## src/adcfmt_regs.svh

```systemverilog
`ifndef ADCFMT_REGS_SVH
`define ADCFMT_REGS_SVH
// Overview of operation
// - clock register bit 5 high switches on the encode input termination
// - duty stabilizer off by default; clock register bit 0 enables it, serial only
// - stabilizer accepts 30 to 70 percent duty, makes a 50 percent internal clock
// - stabilizer needs about one hundred encode edges to lock after a change
// - with no encode clock an on-chip 800 kHz keep-alive clock runs
// - clock register bit 4 high stops the keep-alive clock
// - output mode comes from output register bit 0, or strap in parallel mode
// - full-rate mode: 16 bits, overflow, clock; data changes on clock fall
// - DDR mode: two bits on each of eight pairs, overflow and clock separate
// - DDR mode: data changes on both clock edges
// - driver current defaults to 3.5 mA, selectable from 1.75 to 4.5 mA
// - output register bit 3 enables output termination and doubles current
// - overflow high out of range, same latency as its data
// - clock register bits 2..1 delay output clock 0/45/90/135 degrees, stabilizer on
// - clock register bit 0 also inverts output clock polarity
// - offset binary by default; format register bit 0 selects two's complement
// - zero maps to mid code, full scale to extreme codes
// - parallel mode strap low selects full-rate, high selects DDR
// - transfer carries read flag, seven-bit address, eight data; reads change nothing
// - software reset clears every configuration bit to zero
`define ADCFMT_REG_RESET   7'h00
`define ADCFMT_REG_CLOCK   7'h03
`define ADCFMT_REG_OUTPUT  7'h04
`define ADCFMT_REG_FORMAT  7'h05
`define ADCFMT_SWRST_BIT   7
`define ADCFMT_STAB_BIT    0
`define ADCFMT_PHASE_LSB   1
`define ADCFMT_KA_OFF_BIT  4
`define ADCFMT_ETERM_BIT   5
`define ADCFMT_DDR_BIT     0
`define ADCFMT_OTERM_BIT   3
`define ADCFMT_DRV_LSB     4
`define ADCFMT_TWOS_BIT    0
`define ADCFMT_CFG_RESET   8'h00
`define ADCFMT_CLK_NS      10
`define ADCFMT_KA_HALF_NS  625
`define ADCFMT_KA_HALF_CYC (`ADCFMT_KA_HALF_NS / `ADCFMT_CLK_NS)
`define ADCFMT_LOST_NS     2000
`define ADCFMT_LOST_CYC    (`ADCFMT_LOST_NS / `ADCFMT_CLK_NS)
`define ADCFMT_LOCK_EDGES  100
`endif

```

## src/adcfmt_pkg.sv

```systemverilog
package adcfmt_pkg;
    // sample word travels with its overflow bit
    typedef struct packed {
        logic        ovf;
        logic [15:0] data;
    } adcfmt_word_t;
    typedef enum logic [1:0] {ST_ABSENT, ST_ACQUIRE, ST_LOCKED} adcfmt_lock_t;
endpackage

```

## src/adcfmt_top.sv

```systemverilog
// Implementation choices: the plain strobed port and the address map.
`timescale 1ns/1ps
`include "adcfmt_regs.svh"
module adcfmt_top
    import adcfmt_pkg::*;
(
    input  logic         i_clk,
    input  logic         i_reset,
    input  logic         i_ce,
    input  logic [6:0]   i_addr,
    input  logic [7:0]   i_wdata,
    input  logic         i_wr,
    input  logic         i_rd,
    output logic [7:0]   o_rdata,
    input  logic         i_encode_clock,
    input  logic         i_prog_sel_strap,
    input  logic         i_mode_strap,
    input  adcfmt_word_t i_sample,
    output logic         o_enc_term_en,
    output logic         o_stab_en,
    output logic         o_locked,
    output logic         o_ka_active,
    output logic         o_internal_clk,
    output logic         o_ddr_mode,
    output logic         o_out_term_en,
    output logic [7:0]   o_drive_current,
    output adcfmt_word_t o_cmos_word,
    output logic         o_output_data_clock_p,
    output logic         o_output_data_clock_n,
    output logic [7:0]   o_lvds_data_pair,
    output logic         o_lvds_ovf,
    output logic         o_lvds_clk
);
    logic         enc_m_q, enc_s_q, enc_d_q;
    logic         par_m_q, par_s_q, mst_m_q, mst_s_q;
    logic [7:0]   clk_cfg_q, out_cfg_q, fmt_cfg_q;
    logic [7:0]   gap_q, period_q, ph_q;
    logic [6:0]   lock_cnt_q;
    logic [5:0]   ka_cnt_q;
    logic         ka_q, base_q;
    adcfmt_lock_t state_q;
    adcfmt_word_t word_q, ddr_word_q;

    // closeness of two periods, one cycle of jitter tolerated
    function automatic logic near(input logic [7:0] a, input logic [7:0] b);
        logic [7:0] d;
        d = (a > b) ? a - b : b - a;
        return d <= 8'h01;
    endfunction

    // drive current in 50 uA units, code 0 is the reset default
    function automatic logic [7:0] drv(input logic [2:0] c, input logic dbl);
        logic [7:0] v;
        case (c)
            3'h1: v = 8'h50;
            3'h2: v = 8'h5A;
            3'h4: v = 8'h3C;
            3'h5: v = 8'h32;
            3'h6: v = 8'h2A;
            3'h7: v = 8'h23;
            default: v = 8'h46;
        endcase
        return dbl ? {v[6:0], 1'b0} : v;
    endfunction

    // pick the even or the odd bit of each pair
    function automatic logic [7:0] pick(input logic [15:0] d, input logic odd);
        logic [7:0] r;
        r = 8'h00;
        for (int k = 0; k < 8; k++) begin
            r[k] = d[2 * k + (odd ? 1 : 0)];
        end
        return r;
    endfunction

    // pins and straps are asynchronous: two flops before use
    always_ff @(posedge i_clk or posedge i_reset) begin
        if (i_reset) begin
            {enc_m_q, enc_s_q, enc_d_q} <= 3'h0;
            {par_m_q, par_s_q, mst_m_q, mst_s_q} <= 4'h0;
        end else if (i_ce) begin
            enc_m_q <= i_encode_clock;
            enc_s_q <= enc_m_q;
            enc_d_q <= enc_s_q;
            par_m_q <= i_prog_sel_strap;
            par_s_q <= par_m_q;
            mst_m_q <= i_mode_strap;
            mst_s_q <= mst_m_q;
        end
    end

    logic enc_rise;
    logic [7:0] gap_p1;
    assign enc_rise = enc_s_q & ~enc_d_q;
    assign gap_p1   = (gap_q == 8'hFF) ? gap_q : gap_q + 8'h01;

    // parallel mode ignores the serial bits
    logic stab_c, inv_c, ka_off_c, eterm_c, ddr_c, oterm_c, twos_c;
    logic [1:0] phase_c;
    logic [2:0] drv_c;
    assign stab_c   = ~par_s_q & clk_cfg_q[`ADCFMT_STAB_BIT];
    assign inv_c    = ~par_s_q & clk_cfg_q[`ADCFMT_STAB_BIT];
    assign phase_c  = par_s_q ? 2'h0 : clk_cfg_q[`ADCFMT_PHASE_LSB +: 2];
    assign ka_off_c = ~par_s_q & clk_cfg_q[`ADCFMT_KA_OFF_BIT];
    assign eterm_c  = ~par_s_q & clk_cfg_q[`ADCFMT_ETERM_BIT];
    assign ddr_c    = par_s_q ? mst_s_q : out_cfg_q[`ADCFMT_DDR_BIT];
    assign oterm_c  = ~par_s_q & out_cfg_q[`ADCFMT_OTERM_BIT];
    assign drv_c    = par_s_q ? 3'h0 : out_cfg_q[`ADCFMT_DRV_LSB +: 3];
    assign twos_c   = ~par_s_q & fmt_cfg_q[`ADCFMT_TWOS_BIT];

    // register writes; software reset wipes every bit
    always_ff @(posedge i_clk or posedge i_reset) begin
        if (i_reset) begin
            clk_cfg_q <= `ADCFMT_CFG_RESET;
            out_cfg_q <= `ADCFMT_CFG_RESET;
            fmt_cfg_q <= `ADCFMT_CFG_RESET;
        end else if (i_ce && i_wr) begin
            case (i_addr)
                `ADCFMT_REG_RESET: begin
                    if (i_wdata[`ADCFMT_SWRST_BIT]) begin
                        clk_cfg_q <= `ADCFMT_CFG_RESET;
                        out_cfg_q <= `ADCFMT_CFG_RESET;
                        fmt_cfg_q <= `ADCFMT_CFG_RESET;
                    end
                end
                `ADCFMT_REG_CLOCK:  clk_cfg_q <= i_wdata;
                `ADCFMT_REG_OUTPUT: out_cfg_q <= i_wdata;
                `ADCFMT_REG_FORMAT: fmt_cfg_q <= i_wdata;
                default: ;
            endcase
        end
    end

    // read data stand one cycle, reads never touch state
    always_ff @(posedge i_clk or posedge i_reset) begin
        if (i_reset) begin
            o_rdata <= 8'h00;
        end else if (i_ce) begin
            o_rdata <= 8'h00;
            if (i_rd) begin
                case (i_addr)
                    `ADCFMT_REG_CLOCK:  o_rdata <= clk_cfg_q;
                    `ADCFMT_REG_OUTPUT: o_rdata <= out_cfg_q;
                    `ADCFMT_REG_FORMAT: o_rdata <= fmt_cfg_q;
                    default:            o_rdata <= 8'h00;
                endcase
            end
        end
    end

    // encode period and phase measured in system cycles
    always_ff @(posedge i_clk or posedge i_reset) begin
        if (i_reset) begin
            gap_q    <= 8'hFF;
            period_q <= 8'h00;
            ph_q     <= 8'hFF;
        end else if (i_ce) begin
            if (enc_rise) begin
                gap_q    <= 8'h00;
                period_q <= gap_p1;
                ph_q     <= 8'h00;
            end else begin
                gap_q <= gap_p1;
                ph_q  <= (ph_q == 8'hFF) ? ph_q : ph_q + 8'h01;
            end
        end
    end

    logic present_c;
    assign present_c = gap_q < 8'(`ADCFMT_LOST_CYC);

    // lock tracker; a period jump restarts acquisition
    always_ff @(posedge i_clk or posedge i_reset) begin
        if (i_reset) begin
            state_q    <= ST_ABSENT;
            lock_cnt_q <= 7'h00;
        end else if (i_ce) begin
            if (!stab_c || !present_c) begin
                state_q    <= ST_ABSENT;
                lock_cnt_q <= 7'h00;
            end else if (enc_rise) begin
                case (state_q)
                    ST_ABSENT: begin
                        state_q    <= ST_ACQUIRE;
                        lock_cnt_q <= 7'h00;
                    end
                    ST_ACQUIRE: begin
                        if (!near(gap_p1, period_q)) begin
                            lock_cnt_q <= 7'h00;
                        end else if (lock_cnt_q == 7'(`ADCFMT_LOCK_EDGES - 1)) begin
                            state_q <= ST_LOCKED;
                        end else begin
                            lock_cnt_q <= lock_cnt_q + 7'h01;
                        end
                    end
                    ST_LOCKED: begin
                        if (!near(gap_p1, period_q)) begin
                            state_q    <= ST_ACQUIRE;
                            lock_cnt_q <= 7'h00;
                        end
                    end
                    default: state_q <= ST_ABSENT;
                endcase
            end
        end
    end

    // keep-alive divider only runs while encode is gone
    logic ka_run;
    assign ka_run = ~present_c & ~ka_off_c;
    always_ff @(posedge i_clk or posedge i_reset) begin
        if (i_reset) begin
            ka_cnt_q <= 6'h00;
            ka_q     <= 1'b0;
        end else if (i_ce) begin
            if (!ka_run) begin
                ka_cnt_q <= 6'h00;
                ka_q     <= 1'b0;
            end else if (ka_cnt_q == 6'(`ADCFMT_KA_HALF_CYC - 1)) begin
                ka_cnt_q <= 6'h00;
                ka_q     <= ~ka_q;
            end else begin
                ka_cnt_q <= ka_cnt_q + 6'h01;
            end
        end
    end

    // regenerated clock is high for half the measured period
    logic [7:0] half, dly, t;
    logic [9:0] prod;
    logic base_c, shift_c, clk_c, int_c, fall_c, rise_c;
    assign half    = {1'b0, period_q[7:1]};
    assign base_c  = stab_c ? (ph_q < half) : enc_s_q;
    assign prod    = {2'h0, period_q} * {8'h00, phase_c};
    assign dly     = {1'b0, prod[9:3]};
    assign t       = (ph_q >= dly) ? ph_q - dly : ph_q + period_q - dly;
    assign shift_c = stab_c ? (t < half) : base_c;
    assign clk_c   = shift_c ^ inv_c;
    assign int_c   = present_c ? base_c : ka_q;
    assign fall_c  = base_q & ~base_c;
    assign rise_c  = ~base_q & base_c;

    // sample capture; overflow rides in the same word
    always_ff @(posedge i_clk or posedge i_reset) begin
        if (i_reset) begin
            word_q <= '0;
        end else if (i_ce && enc_rise) begin
            word_q.ovf  <= i_sample.ovf;
            word_q.data <= twos_c ? {~i_sample.data[15], i_sample.data[14:0]}
                                  : i_sample.data;
        end
    end

    // control outputs, all registered
    always_ff @(posedge i_clk or posedge i_reset) begin
        if (i_reset) begin
            o_enc_term_en   <= 1'b0;
            o_stab_en       <= 1'b0;
            o_locked        <= 1'b0;
            o_ka_active     <= 1'b0;
            o_internal_clk  <= 1'b0;
            o_ddr_mode      <= 1'b0;
            o_out_term_en   <= 1'b0;
            o_drive_current <= 8'h46;
        end else if (i_ce) begin
            o_enc_term_en   <= eterm_c;
            o_stab_en       <= stab_c;
            o_locked        <= state_q == ST_LOCKED;
            o_ka_active     <= ka_run;
            o_internal_clk  <= int_c;
            o_ddr_mode      <= ddr_c;
            o_out_term_en   <= oterm_c;
            o_drive_current <= drv(drv_c, oterm_c);
        end
    end

    // data move on base clock edges; clock outputs move alongside
    always_ff @(posedge i_clk or posedge i_reset) begin
        if (i_reset) begin
            base_q                <= 1'b0;
            ddr_word_q            <= '0;
            o_cmos_word           <= '0;
            o_lvds_data_pair      <= 8'h00;
            o_lvds_ovf            <= 1'b0;
            o_lvds_clk            <= 1'b0;
            o_output_data_clock_p <= 1'b0;
            o_output_data_clock_n <= 1'b0;
        end else if (i_ce) begin
            base_q                <= base_c;
            o_lvds_clk            <= ddr_c & clk_c;
            o_output_data_clock_p <= ~ddr_c & clk_c;
            o_output_data_clock_n <= ~ddr_c & ~clk_c;
            if (fall_c) begin
                ddr_word_q       <= word_q;
                o_cmos_word      <= ddr_c ? '0 : word_q;
                o_lvds_data_pair <= ddr_c ? pick(word_q.data, 1'b0) : 8'h00;
                o_lvds_ovf       <= ddr_c & word_q.ovf;
            end else if (rise_c && ddr_c) begin
                o_lvds_data_pair <= pick(ddr_word_q.data, 1'b1);
            end
        end
    end
endmodule
```

## config.mk

```make
export PLATFORM = sky130hd
export DESIGN_NAME = adcfmt_top
export DESIGN_NICKNAME = d
export VERILOG_FILES = /design/src/adcfmt_pkg.sv /design/src/adcfmt_top.sv
export VERILOG_INCLUDE_DIRS = /design/src
export SDC_FILE = /design/constraint.sdc
export NUM_CORES = 1
export LEC_CHECK = 0
export ABC_AREA = 1
export BUFFER_PORTS_ARGS = -buffer_cell sky130_fd_sc_hd__buf_2
export CORE_MARGIN = 1
export CORE_UTILIZATION = 51
export DETAILED_ROUTE_END_ITERATION = 8
export PLACE_DENSITY = 0.72
export SLEW_MARGIN = 0
export SYNTH_ARGS = -nofsm -noshare
export SYNTH_HDL_FRONTEND = slang
export SYNTH_SLANG_ARGS = --single-unit
export TNS_END_PERCENT = 20
```

## constraint.sdc

```tcl
create_clock -name i_clk -period 10.4 [get_ports i_clk]
set_input_delay 1.56 -clock i_clk [delete_from_list [all_inputs] [get_ports i_clk]]
set_output_delay 1.56 -clock i_clk [all_outputs]
set_load 0.02 [all_outputs]
```

### Yosys cells after proc, flatten, opt, wreduce, memory -nomap -nowiden

Index checks and enable logic that the tools add are counted.

* ROM bits: 0
* bits of input ports: 40
* RAM bits: 0
* output and inout bits: 52
* flip-flop bits (word level): 157
* latch bits: 0
* memories kept: 0

* bitwise gates (word level): 24
* reduce and logical (&&, ||, !) cells: 24
* equal/unequal tests: 22
* add/subtract/negate cells: 9
* div/mod/pow operators: 0
* shifts and indexed selects: 0
* magnitude comparators: 6
* multipliers: 1
* mux-type cells: 41

Operators by type and width (number)
* $mux 8: 12
* $pmux 8 s2: 3
* $pmux 7 s6: 1
* $mux 7: 5
* $pmux 8 s3: 1
* $pmux 7 s3: 1
* $mux 17: 1
* $add 8x1->8 const B: 2
* $eq 8x8->1 const B: 2
* $lt 8x7->1: 2
* $mux 16: 1
* $sub 8x7->8: 2
* $sub 8x8->8: 2
* $eq 7x3->1 const B: 2
* $and 1x1->1: 13
* $eq 3x3->1 const B: 4
* $mux 2: 6
* $mux 6: 2
* $mul 8x2->10: 1
* $not 1->1: 10
* $reduce_and 2->1: 5
* $reduce_and 5->1: 2
* $reduce_bool 2->1: 5
* $ne 3x3->1 const B: 3
* other kinds (28): 39

### Longest topological paths before layout

Gate-level depths: netlist of the first run.

* depth in word-level cells: 9
* depth in mapped cells: 35
* mapped depth without buffers: 35

### Worst setup path after synthesis of the first run

Ideal clock, no wire load.

* path type: flip-flop to flip-flop
* from: register period_q[1]
* to: register o_output_data_clock_p
* buffers on the path: 0
* setup time: 118 ps
* path slack: 6044 ps
* arrival: 4238 ps
* period minus slack after synthesis: 4356 ps
* stages on the path, launching flop included: 33
* data required time: 10282 ps
* path through: dfrtp_1 > inv_1 > nor2_4 > ha_1 > nand2_1 > nor2_1 > nand2_1 > nand2_2 > nand2_1 > nand2_1 > xor2_1 > inv_1 > fa_1 > fa_1 > a21oi_1 > o21ai_0 > nand2_1 > nand2_1 > a21oi_1 > xor2_1 > nor2_1 > a21oi_1 > ha_1 > inv_1 > nor2_1 > nor2_1 > o21ai_0 > inv_1 > nand2_1 > inv_1 > nand3_1 > nand3_1 > nand2_1

* word-level cells in the longest chain between the ends: 7

RTL lines
* from (decl): RTL line adcfmt_top.sv:37 `logic [7:0] gap_q, period_q, ph_q;`
* from (signal assigned): RTL line adcfmt_top.sv:160 `period_q <= gap_p1;`
* $mul 8x2->10 or $add 8x8->8 (tied branches): RTL line adcfmt_top.sv:234, adcfmt_top.sv:236
* $sub 8x7->8 or $ge 8x7->1 (tied branches): RTL line adcfmt_top.sv:236 `assign t = (ph_q >= dly) ? ph_q - dly : ph_q + period_q - dly;`
* $mux 8: RTL line adcfmt_top.sv:236
* $lt 8x7->1: RTL line adcfmt_top.sv:237 `assign shift_c = stab_c ? (t < half) : base_c;`
* $mux 1 (*): RTL line adcfmt_top.sv:237
* $xor 1x1->1 (*): RTL line adcfmt_top.sv:238 `assign clk_c = shift_c ^ inv_c;`
* $and 1x1->1 (*): RTL line adcfmt_top.sv:291 `o_output_data_clock_p <= ~ddr_c & clk_c;`
* to (signal assigned): RTL line adcfmt_top.sv:291
* to (decl): RTL line adcfmt_top.sv:28 `output logic o_output_data_clock_p,`

Every way passes the cells marked *; elsewhere a longest branch is shown, timed or not.
A chain may end at the register's enable or synchronous reset.

### Final worst setup path of the first run

* from: register period_q[1]
* to: register o_output_data_clock_n

* word-level cells in the longest chain between the ends: 8

RTL lines
* $mul 8x2->10 or $add 8x8->8 (tied branches): RTL line adcfmt_top.sv:234, adcfmt_top.sv:236
* $sub 8x7->8 or $ge 8x7->1 (tied branches): RTL line adcfmt_top.sv:236
* $mux 8: RTL line adcfmt_top.sv:236
* $lt 8x7->1: RTL line adcfmt_top.sv:237
* $mux 1 (*): RTL line adcfmt_top.sv:237
* $xor 1x1->1 (*): RTL line adcfmt_top.sv:238
* $not 1->1 (*): RTL line adcfmt_top.sv:292 `o_output_data_clock_n <= ~ddr_c & ~clk_c;`
* $and 1x1->1 (*): RTL line adcfmt_top.sv:292
* to (signal assigned): RTL line adcfmt_top.sv:292
* to (decl): RTL line adcfmt_top.sv:29 `output logic o_output_data_clock_n,`

Marks and branches as above.

==> results of run 1 <==
layer usage:
metal	track usage [%]	vias to the layer above	routed length [um]
li1	-	3781	-
met1	34.45	3630	9851
met2	41.15	218	9839
met3	5.137	25	1252
met4	5.934	0	229
met5	0	-	0
sequential cells by signal, indices dropped and copies added (netlist names), 8 cells and up:
name              flops
ph_q                  8
word_q               17
period_q              8
o_cmos_word          17
fmt_cfg_q             8
out_cfg_q             8
clk_cfg_q             8
o_rdata               8
ddr_word_q            8
o_drive_current       8
gap_q                 8
o_lvds_data_pair      8
worst reg2reg max path: cells and delay by family (launching register included):
| family | cells | cell delay, ns |
|---|---|---|
| AO/OA/AOI/OAI | 5 | 0.64 |
| XOR/XNOR | 2 | 0.40 |
| adder cells (fa/ha/maj) | 4 | 1.53 |
| buffers and inverters | 5 | 0.49 |
| flip-flops | 1 | 0.50 |
| AND/OR/NAND/NOR | 17 | 1.21 |
worst max path at each step:
stage / startpoint / to / slack [ns] / cells after the start
finish: period_q[1] / o_output_data_clock_n / 5.59 / 33
CTS: period_q[1] / o_output_data_clock_n / 5.58 / 33
floorplan: i_reset / base_q / 4.86 / 1
global placement: period_q[1] / o_output_data_clock_n / 5.72 / 33
detailed placement: period_q[1] / o_output_data_clock_n / 5.60 / 33
global route: par_s_q / o_output_data_clock_n / 4.99 / 34
cells by family after synthesis:
logic type	share of synthesized area (%)
adders and majority gates	9.176
buffers and inverters	7.363
AOI/OAI and AO/OA	15.63
xor gates and xnor gates	2.974
DFF	42.47
and+or+nand+nor	22.22
muxes	0.1699
layout make-up:
cell class	instances	area [um2]	area share (%)
well taps	220	275.3	2.722
flip-flops and latches	149	3752	37.10
clock buffers	20	456.7	4.516
repair buffers	96	493.0	4.874
clock inverters	12	175.2	1.732
multi-input cells	765	4436	43.86
inverters	138	525.5	5.196
power breakdown:
part	total (W)	internal, W	leakage (nW)	switching (W)
clock network	0.000662	0.000415	0.315	0.000247
registers	0.000817	0.000722	1.84	0.0000954
logic	0.00149	0.000571	2.85	0.000920
total	0.00297	0.00171	5.00	0.00126
cell usage after synthesis (12+ instances only):
library cell | instances | area, um2
nand3_1 | 76 | 380.4
inv_1 | 132 | 495.5
nand2_2 | 14 | 87.58
o22ai_1 | 24 | 150.1
a21oi_1 | 39 | 195.2
o21ai_0 | 98 | 490.5
dfrtp_1 | 130 | 3253
nor2_1 | 94 | 352.8
clkbuf_1 | 23 | 86.33
dfstp_2 | 19 | 499.2
ha_1 | 52 | 650.6
xor2_1 | 22 | 192.7
a31oi_1 | 12 | 75.07
nand2_1 | 223 | 837.1
cell usage in the layout, fill, tap and decap left out, types with 19 or more instances in the layout:
master	count
a21oi_1	39
buf_2	91
dfrtp_1	130
dfstp_2	19
ha_1	52
inv_1	131
nand2_1	223
nand3_1	76
nor2_1	93
o21ai_0	98
o22ai_1	24
xor2_1	22
metrics by stage:
stage	power, W	hold WS, ns
after floorplan	0.001959	0.4422
after global placement	0.002282	0.4555
after detailed placement	0.002311	0.4589
after CTS	0.002986	0.4741
after global routing	0.003247	0.4980
final	0.002970	0.4730
==> qor.json, run 1 <==
{
  "critical_path.n_buffers_inverters": {"value": 5},
  "min_to": {"value": "mst_m_q"},
  "area.growth.synth_to_final": {"value": 14.46, "unit": "%"},
  "clockRootBuffer": {"value": "clkbuf_16"},
  "cts-root-to-sink-buffers": {"value": 2},
  "avgViaCountPerCell": {"value": 5.467},
  "post_synth_num_cell_types": {"value": 54},
  "vias_in_the_first_global_route": {"value": 7387},
  "worst_hold_path.num_cells": {"value": 2},
  "post-place-cells": {"value": 1368},
  "post_cts.repair.setup_buffers": {"value": 0},
  "detail_route.wirelength": {"value": 21.17, "unit": "mm"},
  "place_ws": {"value": 5.595, "unit": "ns"},
  "num_vias": {"value": 7654},
  "skew": {"value": 0.009963, "unit": "ns"},
  "max_slew_margin": {"value": 27.62, "unit": "%"},
  "path_delay_family": {"value": "adder cells"},
  "setup-tns-final": {"value": 0, "unit": "ns"},
  "first_drt_pass_iteration_count": {"value": 5},
  "worst_hold_path_type": {"value": "flip-flop to flip-flop"},
  "grt_max_degree": {"value": 79},
  "timing_max_transition_violations_final": {"value": 0},
  "detail_route.drc_violations": {"value": 0},
  "initial_core_utilization": {"value": 52.72, "unit": "%"},
  "maxClockFrequency": {"value": 208.0, "unit": "MHz"},
  "fraction_of_layout_cells_with_a_size_suffix_above_1": {"value": 16.61, "unit": "%"},
  "cts_hold_repair.buffers": {"value": 0},
  "report.final.hold_viol_count": {"value": 0},
  "placement.cell_area": {"value": 9482, "unit": "um2"},
  "placement.io_buffers": {"value": 91},
  "filler_cell_count": {"value": 1479},
  "syn-instance-count": {"value": 1081},
  "max-cap-violations": {"value": 0},
  "final-setup-viol-count": {"value": 0},
  "pin_count": {"value": 92},
  "worst-endpoint-arrival": {"value": 5.17, "unit": "ns"},
  "crit_fanout": {"value": 7},
  "launch_instance_of_the_worst_min_delay_path": {"value": "mst_m_q"},
  "ys.flop_type": {"value": "dfrtp_1"},
  "timing.setup.critical_path_class": {"value": "flip-flop to flip-flop"},
  "grt-ovfl-total": {"value": 0},
  "worst_ir_drop_vdd": {"value": 0.0001516, "unit": "V"},
  "postSynthRegisterBits": {"value": 149},
  "die_x": {"value": 133.6, "unit": "um"},
  "netlist_area": {"value": 8836, "unit": "um2"},
  "n_antenna_cell": {"value": 0},
  "detailedPlacementHpwl": {"value": 15.48, "unit": "mm"},
  "crit_path_frequent_cell": {"value": "nand2_1"},
  "proportion_of_register_bits_with_asynchronous_set_or_reset_after_synthesis": {"value": 100.0, "unit": "%"},
  "stdcell_count": {"value": 1400},
  "std_cell_rows": {"value": 47},
  "r2r-start": {"value": "period_q[1]"},
  "status": {"value": "finished, final reports clean"},
  "synth_nets": {"value": 1181},
  "synthesis_warning_total": {"value": 0},
  "grt_antenna_before_repair": {"value": 0},
  "cpPeakStageDelay": {"value": 0.50, "unit": "ns"},
  "design.core.area": {"value": 16760, "unit": "um2"},
  "gp_congestion": {"value": 0.9234},
  "startpoint_type": {"value": "flip-flop"},
  "post_synth.cell_area_avg": {"value": 8.174, "unit": "um2"},
  "tritoncts": {"value": "yes"},
  "grt_pass1_wl": {"value": 35.86, "unit": "mm"},
  "rrSetupSlack": {"value": 5.59, "unit": "ns"},
  "worst-slew-pin-transition": {"value": 1.083, "unit": "ns"},
  "layout_min_cycle_time": {"value": 4.808, "unit": "ns"},
  "ant_nets": {"value": 0},
  "finish.instance_area": {"value": 10110, "unit": "um2"},
  "slowest_stage": {"value": "dfrtp_1"},
  "die_area": {"value": 17860, "unit": "um2"},
  "path_clk_slew": {"value": 0.06, "unit": "ns"},
  "die-height": {"value": 133.6, "unit": "um"},
  "period_share": {"value": 46.23, "unit": "%"},
  "grt_setup_unrepaired": {"value": "false"},
  "worstReg2RegEnd": {"value": "o_output_data_clock_n"},
  "final_critical_path_setup_slack": {"value": 5.592, "unit": "ns"},
  "clock_insertion_delay_worst_skew": {"value": 0.42, "unit": "ns"},
  "layout.core_utilization": {"value": 60.34, "unit": "%"},
  "power.static_leakage": {"value": 5.003, "unit": "nW"},
  "synth_enable_flop_cells": {"value": 0},
  "worst_r2r_path_depth": {"value": 33},
  "crit_required": {"value": 10.76, "unit": "ns"},
  "post_cts.resized_instances": {"value": 0},
  "detail_route.wl_per_cell": {"value": 15.12, "unit": "um"},
  "cp-end-kind": {"value": "flip-flop"},
  "clock_tree.htree_level_count": {"value": 4},
  "final_net_count": {"value": 1267},
  "seq_area_frac_synth": {"value": 42.47, "unit": "%"},
  "cts_inserted_buffers": {"value": 17},
  "global_route.usage.total": {"value": 25.21, "unit": "%"},
  "p_per_area": {"value": 293.7, "unit": "nW/um2"},
  "tritoncts_num_sinks": {"value": 149},
  "drt-initial-drc-count": {"value": 513}
}
No activity file was read; power rests on OpenSTA's default activity.
==> inputs of run 2 (changes only) <==
- clock period: 10.4 -> 4.8 ns (I/O delays scaled with it)
==> qor.json, run 2 (synthesis results as in run 1) <==
{
  "final_cell_mix": {"value": "nand2_1 (222), dfrtp_1 (130), inv_1 (128)"},
  "power_frac_seq": {"value": 26.3, "unit": "%", "change": "-1.2 points"},
  "pin_count": {"value": 92, "change": "unchanged"},
  "detail_route.drc_violations": {"value": 0, "change": "unchanged"},
  "cpPeakStageDelay": {"value": 0.50, "unit": "ns", "change": "about the same"},
  "cts_hold_repair.buffers": {"value": 0, "change": "unchanged"},
  "max-cap-violations": {"value": 0, "change": "unchanged"},
  "avgViaCountPerCell": {"value": 5.493, "change": "+0.47%"},
  "period_share": {"value": 94.43, "unit": "%", "change": "+48 points"},
  "worst_hold_path_type": {"value": "primary input to asynchronous set/reset pin"},
  "fin_total_pwr": {"value": 0.006700, "unit": "W", "change": "+130%"},
  "startpoint_type": {"value": "flip-flop"},
  "drt-initial-drc-count": {"value": 558, "change": "+8.8%"},
  "power.share.switching": {"value": 42.78, "unit": "%", "change": "+0.28 points"},
  "crit_required": {"value": 5.16, "unit": "ns", "change": "-5.60 ns"},
  "global_route.usage.total": {"value": 25.70, "unit": "%", "change": "+0.49 points"},
  "std_cell_rows": {"value": 47, "change": "unchanged"},
  "num_vias": {"value": 7783, "change": "+1.7%"},
  "power.static_leakage": {"value": 5.061, "unit": "nW", "change": "+1.2%"},
  "die_x": {"value": 133.6, "unit": "um", "change": "unchanged"},
  "p_per_area": {"value": 649.3, "unit": "nW/um2", "change": "+120%"},
  "max_slew_margin": {"value": 31.26, "unit": "%", "change": "+3.6 points"},
  "path_clk_slew": {"value": 0.06, "unit": "ns", "change": "about the same"},
  "layout_min_cycle_time": {"value": 4.533, "unit": "ns", "change": "-0.2752 ns"},
  "final-setup-viol-count": {"value": 0, "change": "unchanged"},
  "die-height": {"value": 133.6, "unit": "um", "change": "unchanged"},
  "crit_path_frequent_cell": {"value": "nand2_1"},
  "detailroute.wirelength.met3": {"value": 1.280, "unit": "mm", "change": "+2.2%"},
  "internal_cell_power": {"value": 0.003834, "unit": "W", "change": "+120%"},
  "slowest_stage": {"value": "fa_2"},
  "filler_cell_count": {"value": 1455, "change": "-1.6%"},
  "grt_antenna_before_repair": {"value": 0, "change": "unchanged"},
  "final_net_count": {"value": 1284, "change": "+1.3%"},
  "skew": {"value": 0.008400, "unit": "ns", "change": "-0.001563 ns"},
  "clockRootBuffer": {"value": "clkbuf_16"},
  "uppermost_layer_routed": {"value": "met4"},
  "grt_pass1_wl": {"value": 36.48, "unit": "mm", "change": "+1.7%"},
  "worst-slew-pin-transition": {"value": 1.027, "unit": "ns", "change": "-0.05651 ns"},
  "die_area": {"value": 17860, "unit": "um2", "change": "unchanged"},
  "initial_core_utilization": {"value": 52.72, "unit": "%", "change": "unchanged"},
  "timing.setup.critical_path_class": {"value": "flip-flop to flip-flop"},
  "gp_congestion": {"value": 0.9107, "change": "-1.4%"},
  "report.final.hold_viol_count": {"value": 0, "change": "unchanged"},
  "cts_inserted_buffers": {"value": 17, "change": "unchanged"},
  "cp-end-kind": {"value": "flip-flop"},
  "grt_setup_unrepaired": {"value": "true"},
  "crit_fanout": {"value": 8, "change": "+1"},
  "total_switching_power": {"value": 0.002866, "unit": "W", "change": "+130%"},
  "tritoncts_num_sinks": {"value": 149, "change": "unchanged"},
  "drt-met1-wl": {"value": 10.00, "unit": "mm", "change": "+1.5%"},
  "maxClockFrequency": {"value": 220.6, "unit": "MHz", "change": "+6.1%"},
  "worst-endpoint-arrival": {"value": 4.89, "unit": "ns", "change": "-0.28 ns"},
  "reg.largest.list": {"value": "o_cmos_word (17), word_q (17)"},
  "timing_max_transition_violations_final": {"value": 0, "change": "unchanged"},
  "layout_commonest_cell": {"value": "nand2_1"},
  "tritoncts": {"value": "yes"},
  "ff_latch_area": {"value": 3752, "unit": "um2", "change": "unchanged"},
  "detailedPlacementHpwl": {"value": 15.59, "unit": "mm", "change": "+0.74%"},
  "clock_tree.htree_level_count": {"value": 4, "change": "unchanged"},
  "worst_ir_drop_vdd": {"value": 0.0003200, "unit": "V", "change": "+110%"},
  "multiInputGateArea": {"value": 4536, "unit": "um2", "change": "+2.3%"},
  "design.core.area": {"value": 16760, "unit": "um2", "change": "unchanged"},
  "placement.io_buffers": {"value": 91, "change": "unchanged"},
  "ant_nets": {"value": 0, "change": "unchanged"},
  "detail_route.wl_per_cell": {"value": 15.32, "unit": "um", "change": "+1.3%"},
  "grt_max_degree": {"value": 82, "change": "+3.8%"},
  "fraction_of_layout_cells_with_a_size_suffix_above_1": {"value": 19.05, "unit": "%", "change": "+2.4 points"},
  "grt-ovfl-total": {"value": 0, "change": "unchanged"},
  "clock_insertion_delay_worst_skew": {"value": 0.42, "unit": "ns", "change": "about the same"},
  "n_antenna_cell": {"value": 0, "change": "unchanged"},
  "first_drt_pass_iteration_count": {"value": 6, "change": "+1"},
  "status": {"value": "finished, final reports clean"},
  "met2WireLength": {"value": 9.878, "unit": "mm", "change": "+0.40%"},
  "cts-root-to-sink-buffers": {"value": 2, "change": "unchanged"},
  "detail_route.wirelength": {"value": 21.71, "unit": "mm", "change": "+2.6%"},
  "layout.core_utilization": {"value": 61.58, "unit": "%", "change": "+1.2 points"},
  "area.growth.synth_to_final": {"value": 16.79, "unit": "%"},
  "worst_r2r_path_depth": {"value": 34, "change": "+3.0%"},
  "power.share.combinational": {"value": 53.0, "unit": "%", "change": "+2.8 points"},
  "clock_power_share": {"value": 20.7, "unit": "%", "change": "-1.6 points"},
  "vias_in_the_first_global_route": {"value": 7497, "change": "+1.5%"}
}
run 2: changes by cell type in the layout (fill, tap and decap cells not counted), sizes merged:
cell / previous run / this run
bufinv: 4 / 3
clkinvlp: 0 / 3
clkbuf: 20 / 24
inv: 139 / 136
buf: 96 / 113
clkinv: 7 / 4
run 2: worst max-delay path, delay by kind of cell (launching register included):
family	cells	cell delay, ns
flip-flops	1	0.39
AO/OA/AOI/OAI	5	0.61
buffers and inverters	5	0.39
AND/OR/NAND/NOR	18	1.31
adder cells (fa/ha/maj)	4	1.39
XOR/XNOR	2	0.36
run 2: power groups by stage:
stage / sequential [W] / clock [W] / combinational [W]
CTS: 0.00176 / 0.00140 / 0.00330
detailed placement: 0.00177 / 0 / 0.00325
finish: 0.00177 / 0.00138 / 0.00355
global route: 0.00180 / 0.00145 / 0.00398
floorplan: 0.00190 / 0 / 0.00235
global placement: 0.00177 / 0 / 0.00321
run 2: area by class of cell:
| type | instances | share of cell area, % |
|---|---|---|
| Tap cell | 220 | 2.667 |
| Multi-Input combinational cell | 765 | 43.95 |
| Inverter | 138 | 5.116 |
| Clock inverter | 8 | 1.225 |
| Clock buffer | 24 | 4.668 |
| Timing Repair Buffer | 113 | 6.014 |
| Sequential cell | 149 | 36.36 |
run 2: what timing repair did:
| item | CTS | global route |
|---|---|---|
| hold endpoints to repair | 0 | 0 |
| setup endpoints to repair | 3 | 10 |
| gates resized for setup | 1 | 23 |
| buffers inserted | 0 | 9 |
| pin swaps | 0 | 10 |
run 2: metal layers:
metal	up-vias	track usage (%)
li1	3802	-
met1	3680	35.19
met2	258	41.03
met3	43	4.224
met4	0	9.659
met5	-	0
run 2: worst paths after layout:
kind / startpoint / to / slack [ns]
setup / recovery: par_s_q / o_output_data_clock_n / 0.27
hold / removal: i_reset / o_cmos_word[8] / 0.44
setup reg to reg: par_s_q / o_output_data_clock_n / 0.27
hold reg to reg: o_cmos_word[14] / o_cmos_word[14] / 0.48
max in group asynchronous: i_reset / gap_q[0] / 3.36
min in group i_clk: o_cmos_word[14] / o_cmos_word[14] / 0.48
run 2: per-stage QoR:
stage / setup slack, ns / hold WS [ns] / instance area, um2 / cells / TNS (ns)
2_1_floorplan: 0.1034 / 0.4422 / 8836 / 1081 / 0
5_1_grt: -0.02813 / 0.4945 / 10320 / 1417 / -0.04616
3_3_place_gp: 0.2533 / 0.4563 / 9542 / 1376 / 0
6_report: 0.2673 / 0.4365 / 10320 / 1417 / 0
3_5_place_dp: 0.06857 / 0.4607 / 9542 / 1376 / 0
4_1_cts: 0.03542 / 0.4603 / 10160 / 1408 / 0
==> inputs of run 3 (changes only) <==
- CELL_PAD_IN_SITES_DETAIL_PLACEMENT: default -> 1
- CELL_PAD_IN_SITES_GLOBAL_PLACEMENT: default -> 2
- CORE_UTILIZATION: 51 -> 36
- PLACE_DENSITY: 0.72 -> 0.82
==> qor.json, run 3 (synthesis results as in run 1) <==
{
  "status": {"value": "finished, final reports clean"},
  "detail_route.wirelength": {"value": 26.48, "unit": "mm", "change": "+22%"},
  "first_drt_pass_iteration_count": {"value": 4, "change": "-2"},
  "ff_latch_area": {"value": 3755, "unit": "um2", "change": "about the same"},
  "final-setup-viol-count": {"value": 0, "change": "unchanged"},
  "maxClockFrequency": {"value": 217.9, "unit": "MHz", "change": "-1.2%"},
  "met2WireLength": {"value": 12.91, "unit": "mm", "change": "+31%"},
  "die_area": {"value": 25170, "unit": "um2", "change": "+41%"},
  "cp-end-kind": {"value": "flip-flop"},
  "worst_r2r_path_depth": {"value": 30, "change": "-12%"},
  "max-cap-violations": {"value": 0, "change": "unchanged"},
  "tritoncts_num_sinks": {"value": 149, "change": "unchanged"},
  "max_slew_margin": {"value": 28.14, "unit": "%", "change": "-3.1 points"},
  "detail_route.wl_per_cell": {"value": 17.40, "unit": "um", "change": "+14%"},
  "cts-root-to-sink-buffers": {"value": 2, "change": "unchanged"},
  "layout_commonest_cell": {"value": "nand2_1"},
  "std_cell_rows": {"value": 56, "change": "+19%"},
  "setup-tns-final": {"value": 0, "unit": "ns", "change": "unchanged"},
  "period_share": {"value": 95.59, "unit": "%", "change": "+1.2 points"},
  "power.share.switching": {"value": 44.99, "unit": "%", "change": "+2.2 points"},
  "grt_antenna_before_repair": {"value": 0, "change": "unchanged"},
  "rrSetupSlack": {"value": 0.21, "unit": "ns", "change": "-0.06 ns"},
  "grt_setup_unrepaired": {"value": "true"},
  "pin_count": {"value": 92, "change": "unchanged"},
  "worst_ir_drop_vdd": {"value": 0.0003436, "unit": "V", "change": "+7.3%"},
  "power.share.combinational": {"value": 54.6, "unit": "%", "change": "+1.6 points"},
  "initial_core_utilization": {"value": 37.20, "unit": "%", "change": "-16 points"},
  "tritoncts": {"value": "yes"},
  "die_x": {"value": 158.7, "unit": "um", "change": "+19%"},
  "cts_hold_repair.buffers": {"value": 0, "change": "unchanged"},
  "design.core.area": {"value": 23750, "unit": "um2", "change": "+42%"},
  "internal_cell_power": {"value": 0.003884, "unit": "W", "change": "+1.3%"},
  "power_frac_seq": {"value": 25.2, "unit": "%", "change": "-1.1 points"},
  "drt-met1-wl": {"value": 12.46, "unit": "mm", "change": "+25%"},
  "grt_max_degree": {"value": 88, "change": "+7.3%"},
  "reg.largest.list": {"value": "o_cmos_word (17), word_q (17)"},
  "placement.io_buffers": {"value": 91, "change": "unchanged"},
  "worst_hold_path_type": {"value": "primary input to asynchronous set/reset pin"},
  "cts_inserted_buffers": {"value": 17, "change": "unchanged"},
  "slowest_stage": {"value": "fa_2"},
  "grt_pass1_wl": {"value": 42.93, "unit": "mm", "change": "+18%"},
  "crit_required": {"value": 5.16, "unit": "ns", "change": "about the same"},
  "grt-ovfl-total": {"value": 0, "change": "unchanged"},
  "worst-endpoint-arrival": {"value": 4.95, "unit": "ns", "change": "+0.06 ns"},
  "final_net_count": {"value": 1290, "change": "+0.47%"},
  "multiInputGateArea": {"value": 4613, "unit": "um2", "change": "+1.7%"},
  "final_cell_mix": {"value": "nand2_1 (220), dfrtp_1 (128), inv_1 (125)"},
  "crit_fanout": {"value": 7, "change": "-1"},
  "vias_in_the_first_global_route": {"value": 8224, "change": "+9.7%"},
  "n_antenna_cell": {"value": 0, "change": "unchanged"},
  "worstReg2RegEnd": {"value": "o_output_data_clock_n"},
  "clock_power_share": {"value": 20.2, "unit": "%", "change": "-0.5 points"},
  "worst-slew-pin-transition": {"value": 1.073, "unit": "ns", "change": "+0.04668 ns"},
  "clock_insertion_delay_worst_skew": {"value": 0.44, "unit": "ns", "change": "+0.02 ns"},
  "timing.setup.critical_path_class": {"value": "flip-flop to flip-flop"},
  "placement.cell_area": {"value": 9688, "unit": "um2", "change": "+1.5%"},
  "gp_congestion": {"value": 0.8370, "change": "-8.1%"},
  "detailroute.wirelength.met3": {"value": 713, "unit": "um", "change": "-44%"},
  "power.static_leakage": {"value": 5.106, "unit": "nW", "change": "+0.90%"},
  "drt-initial-drc-count": {"value": 335, "change": "-40%"},
  "detail_route.drc_violations": {"value": 0, "change": "unchanged"},
  "detailedPlacementHpwl": {"value": 19.35, "unit": "mm", "change": "+24%"},
  "filler_cell_count": {"value": 2847, "change": "+96%"},
  "area.growth.synth_to_final": {"value": 19.71, "unit": "%"},
  "layout_min_cycle_time": {"value": 4.588, "unit": "ns", "change": "+0.05565 ns"},
  "startpoint_type": {"value": "flip-flop"},
  "uppermost_layer_routed": {"value": "met4"},
  "path_clk_slew": {"value": 0.07, "unit": "ns", "change": "about the same"},
  "cpPeakStageDelay": {"value": 0.47, "unit": "ns", "change": "-0.03 ns"},
  "p_per_area": {"value": 667.4, "unit": "nW/um2", "change": "+2.8%"},
  "clockRootBuffer": {"value": "clkbuf_16"},
  "clock_tree.htree_level_count": {"value": 4, "change": "unchanged"},
  "skew": {"value": 0.01877, "unit": "ns", "change": "+0.01037 ns"},
  "r2r-start": {"value": "par_s_q"},
  "die-height": {"value": 158.7, "unit": "um", "change": "+19%"},
  "total_switching_power": {"value": 0.003176, "unit": "W", "change": "+11%"},
  "timing_max_transition_violations_final": {"value": 0, "change": "unchanged"},
  "global_route.usage.total": {"value": 22.24, "unit": "%", "change": "-3.5 points"},
  "fraction_of_layout_cells_with_a_size_suffix_above_1": {"value": 21.11, "unit": "%", "change": "+2.1 points"},
  "ant_nets": {"value": 0, "change": "unchanged"},
  "finish.instance_area": {"value": 10580, "unit": "um2", "change": "+2.5%"},
  "crit_path_frequent_cell": {"value": "nand2_1"},
  "report.final.hold_viol_count": {"value": 0, "change": "unchanged"},
  "avgViaCountPerCell": {"value": 5.141, "change": "-6.4%"},
  "num_vias": {"value": 7824, "change": "+0.53%"}
}
-- run 3: changes by cell type in the layout (fill, tap and decap cells not counted), sizes merged --
cell,previous run,this run
clkbuf,24,17
clkinv,4,5
inv,136,143
clkinvlp,3,2
buf,113,119
-- run 3: layer usage --
| layer | vias to the layer above | GRT usage (%) |
|---|---|---|
| met4 | 0 | 6.960 |
| li1 | 3823 | - |
| met3 | 28 | 3.293 |
| met1 | 3866 | 29.90 |
| met5 | - | 0 |
| met2 | 107 | 36.76 |
-- run 3: worst max path at each step --
stage	from	endpoint	slack [ns]	cells after the start
floorplan	i_reset	base_q	0.10	1
global placement	period_q[4]	o_output_data_clock_n	-0.04	27
detailed placement	period_q[4]	o_output_data_clock_p	-0.11	26
CTS	par_s_q	o_output_data_clock_n	0.01	32
global route	par_s_q	o_output_data_clock_n	-0.10	34
finish	par_s_q	o_output_data_clock_n	0.21	30
-- run 3: final cells by class --
type,count,share of cell area (%)
tap,319,3.773
timing repair buffer,119,6.293
inverter,138,4.992
sequential,149,35.50
multi-input combinational,765,43.61
clock buffer,17,4.022
clock inverter,15,1.810
-- run 3: critical path, delay by kind of cell (launching register included) --
family          cells  cell delay, ns
simple gates       16            1.35
fa+ha+maj           4            1.34
buf+inv             4            0.41
flops               1            0.40
compound gates      5            0.82
xor+xnor            1            0.18
-- run 3: per-stage QoR --
step                      total power, W  hold WS [ns]  util, %  std cells  worst slack (ns)
after detailed placement        0.005252        0.4677    40.79       1478           -0.1100
after floorplan                 0.004244        0.4422        -       1081            0.1034
after CTS                       0.006730        0.4827    43.61       1515           0.01012
final                           0.007060        0.4480    44.53       1522            0.2117
after global placement          0.005165        0.4583    40.79       1478          -0.04024
after global routing            0.007627        0.5070    44.53       1522           -0.1041
-- run 3: what timing repair did --
| item | 4_1_cts | 5_1_grt |
|---|---|---|
| cloned | 0 | 0 |
| pin swaps | 3 | 15 |
| endpoints found under the setup margin | 3 | 10 |
| resized for setup | 5 | 42 |
| buffers inserted | 5 | 7 |
| hold endpoints to repair | 0 | 0 |
-- run 3: power groups by stage --
| stage | clock (W) | sequential [W] | combinational (W) |
|---|---|---|---|
| 2_1_floorplan | 0 | 0.00190 | 0.00235 |
| 3_3_place_gp | 0 | 0.00178 | 0.00338 |
| 3_5_place_dp | 0 | 0.00179 | 0.00346 |
| 4_1_cts | 0.00144 | 0.00177 | 0.00351 |
| 5_1_grt | 0.00150 | 0.00181 | 0.00431 |
| 6_report | 0.00143 | 0.00178 | 0.00386 |
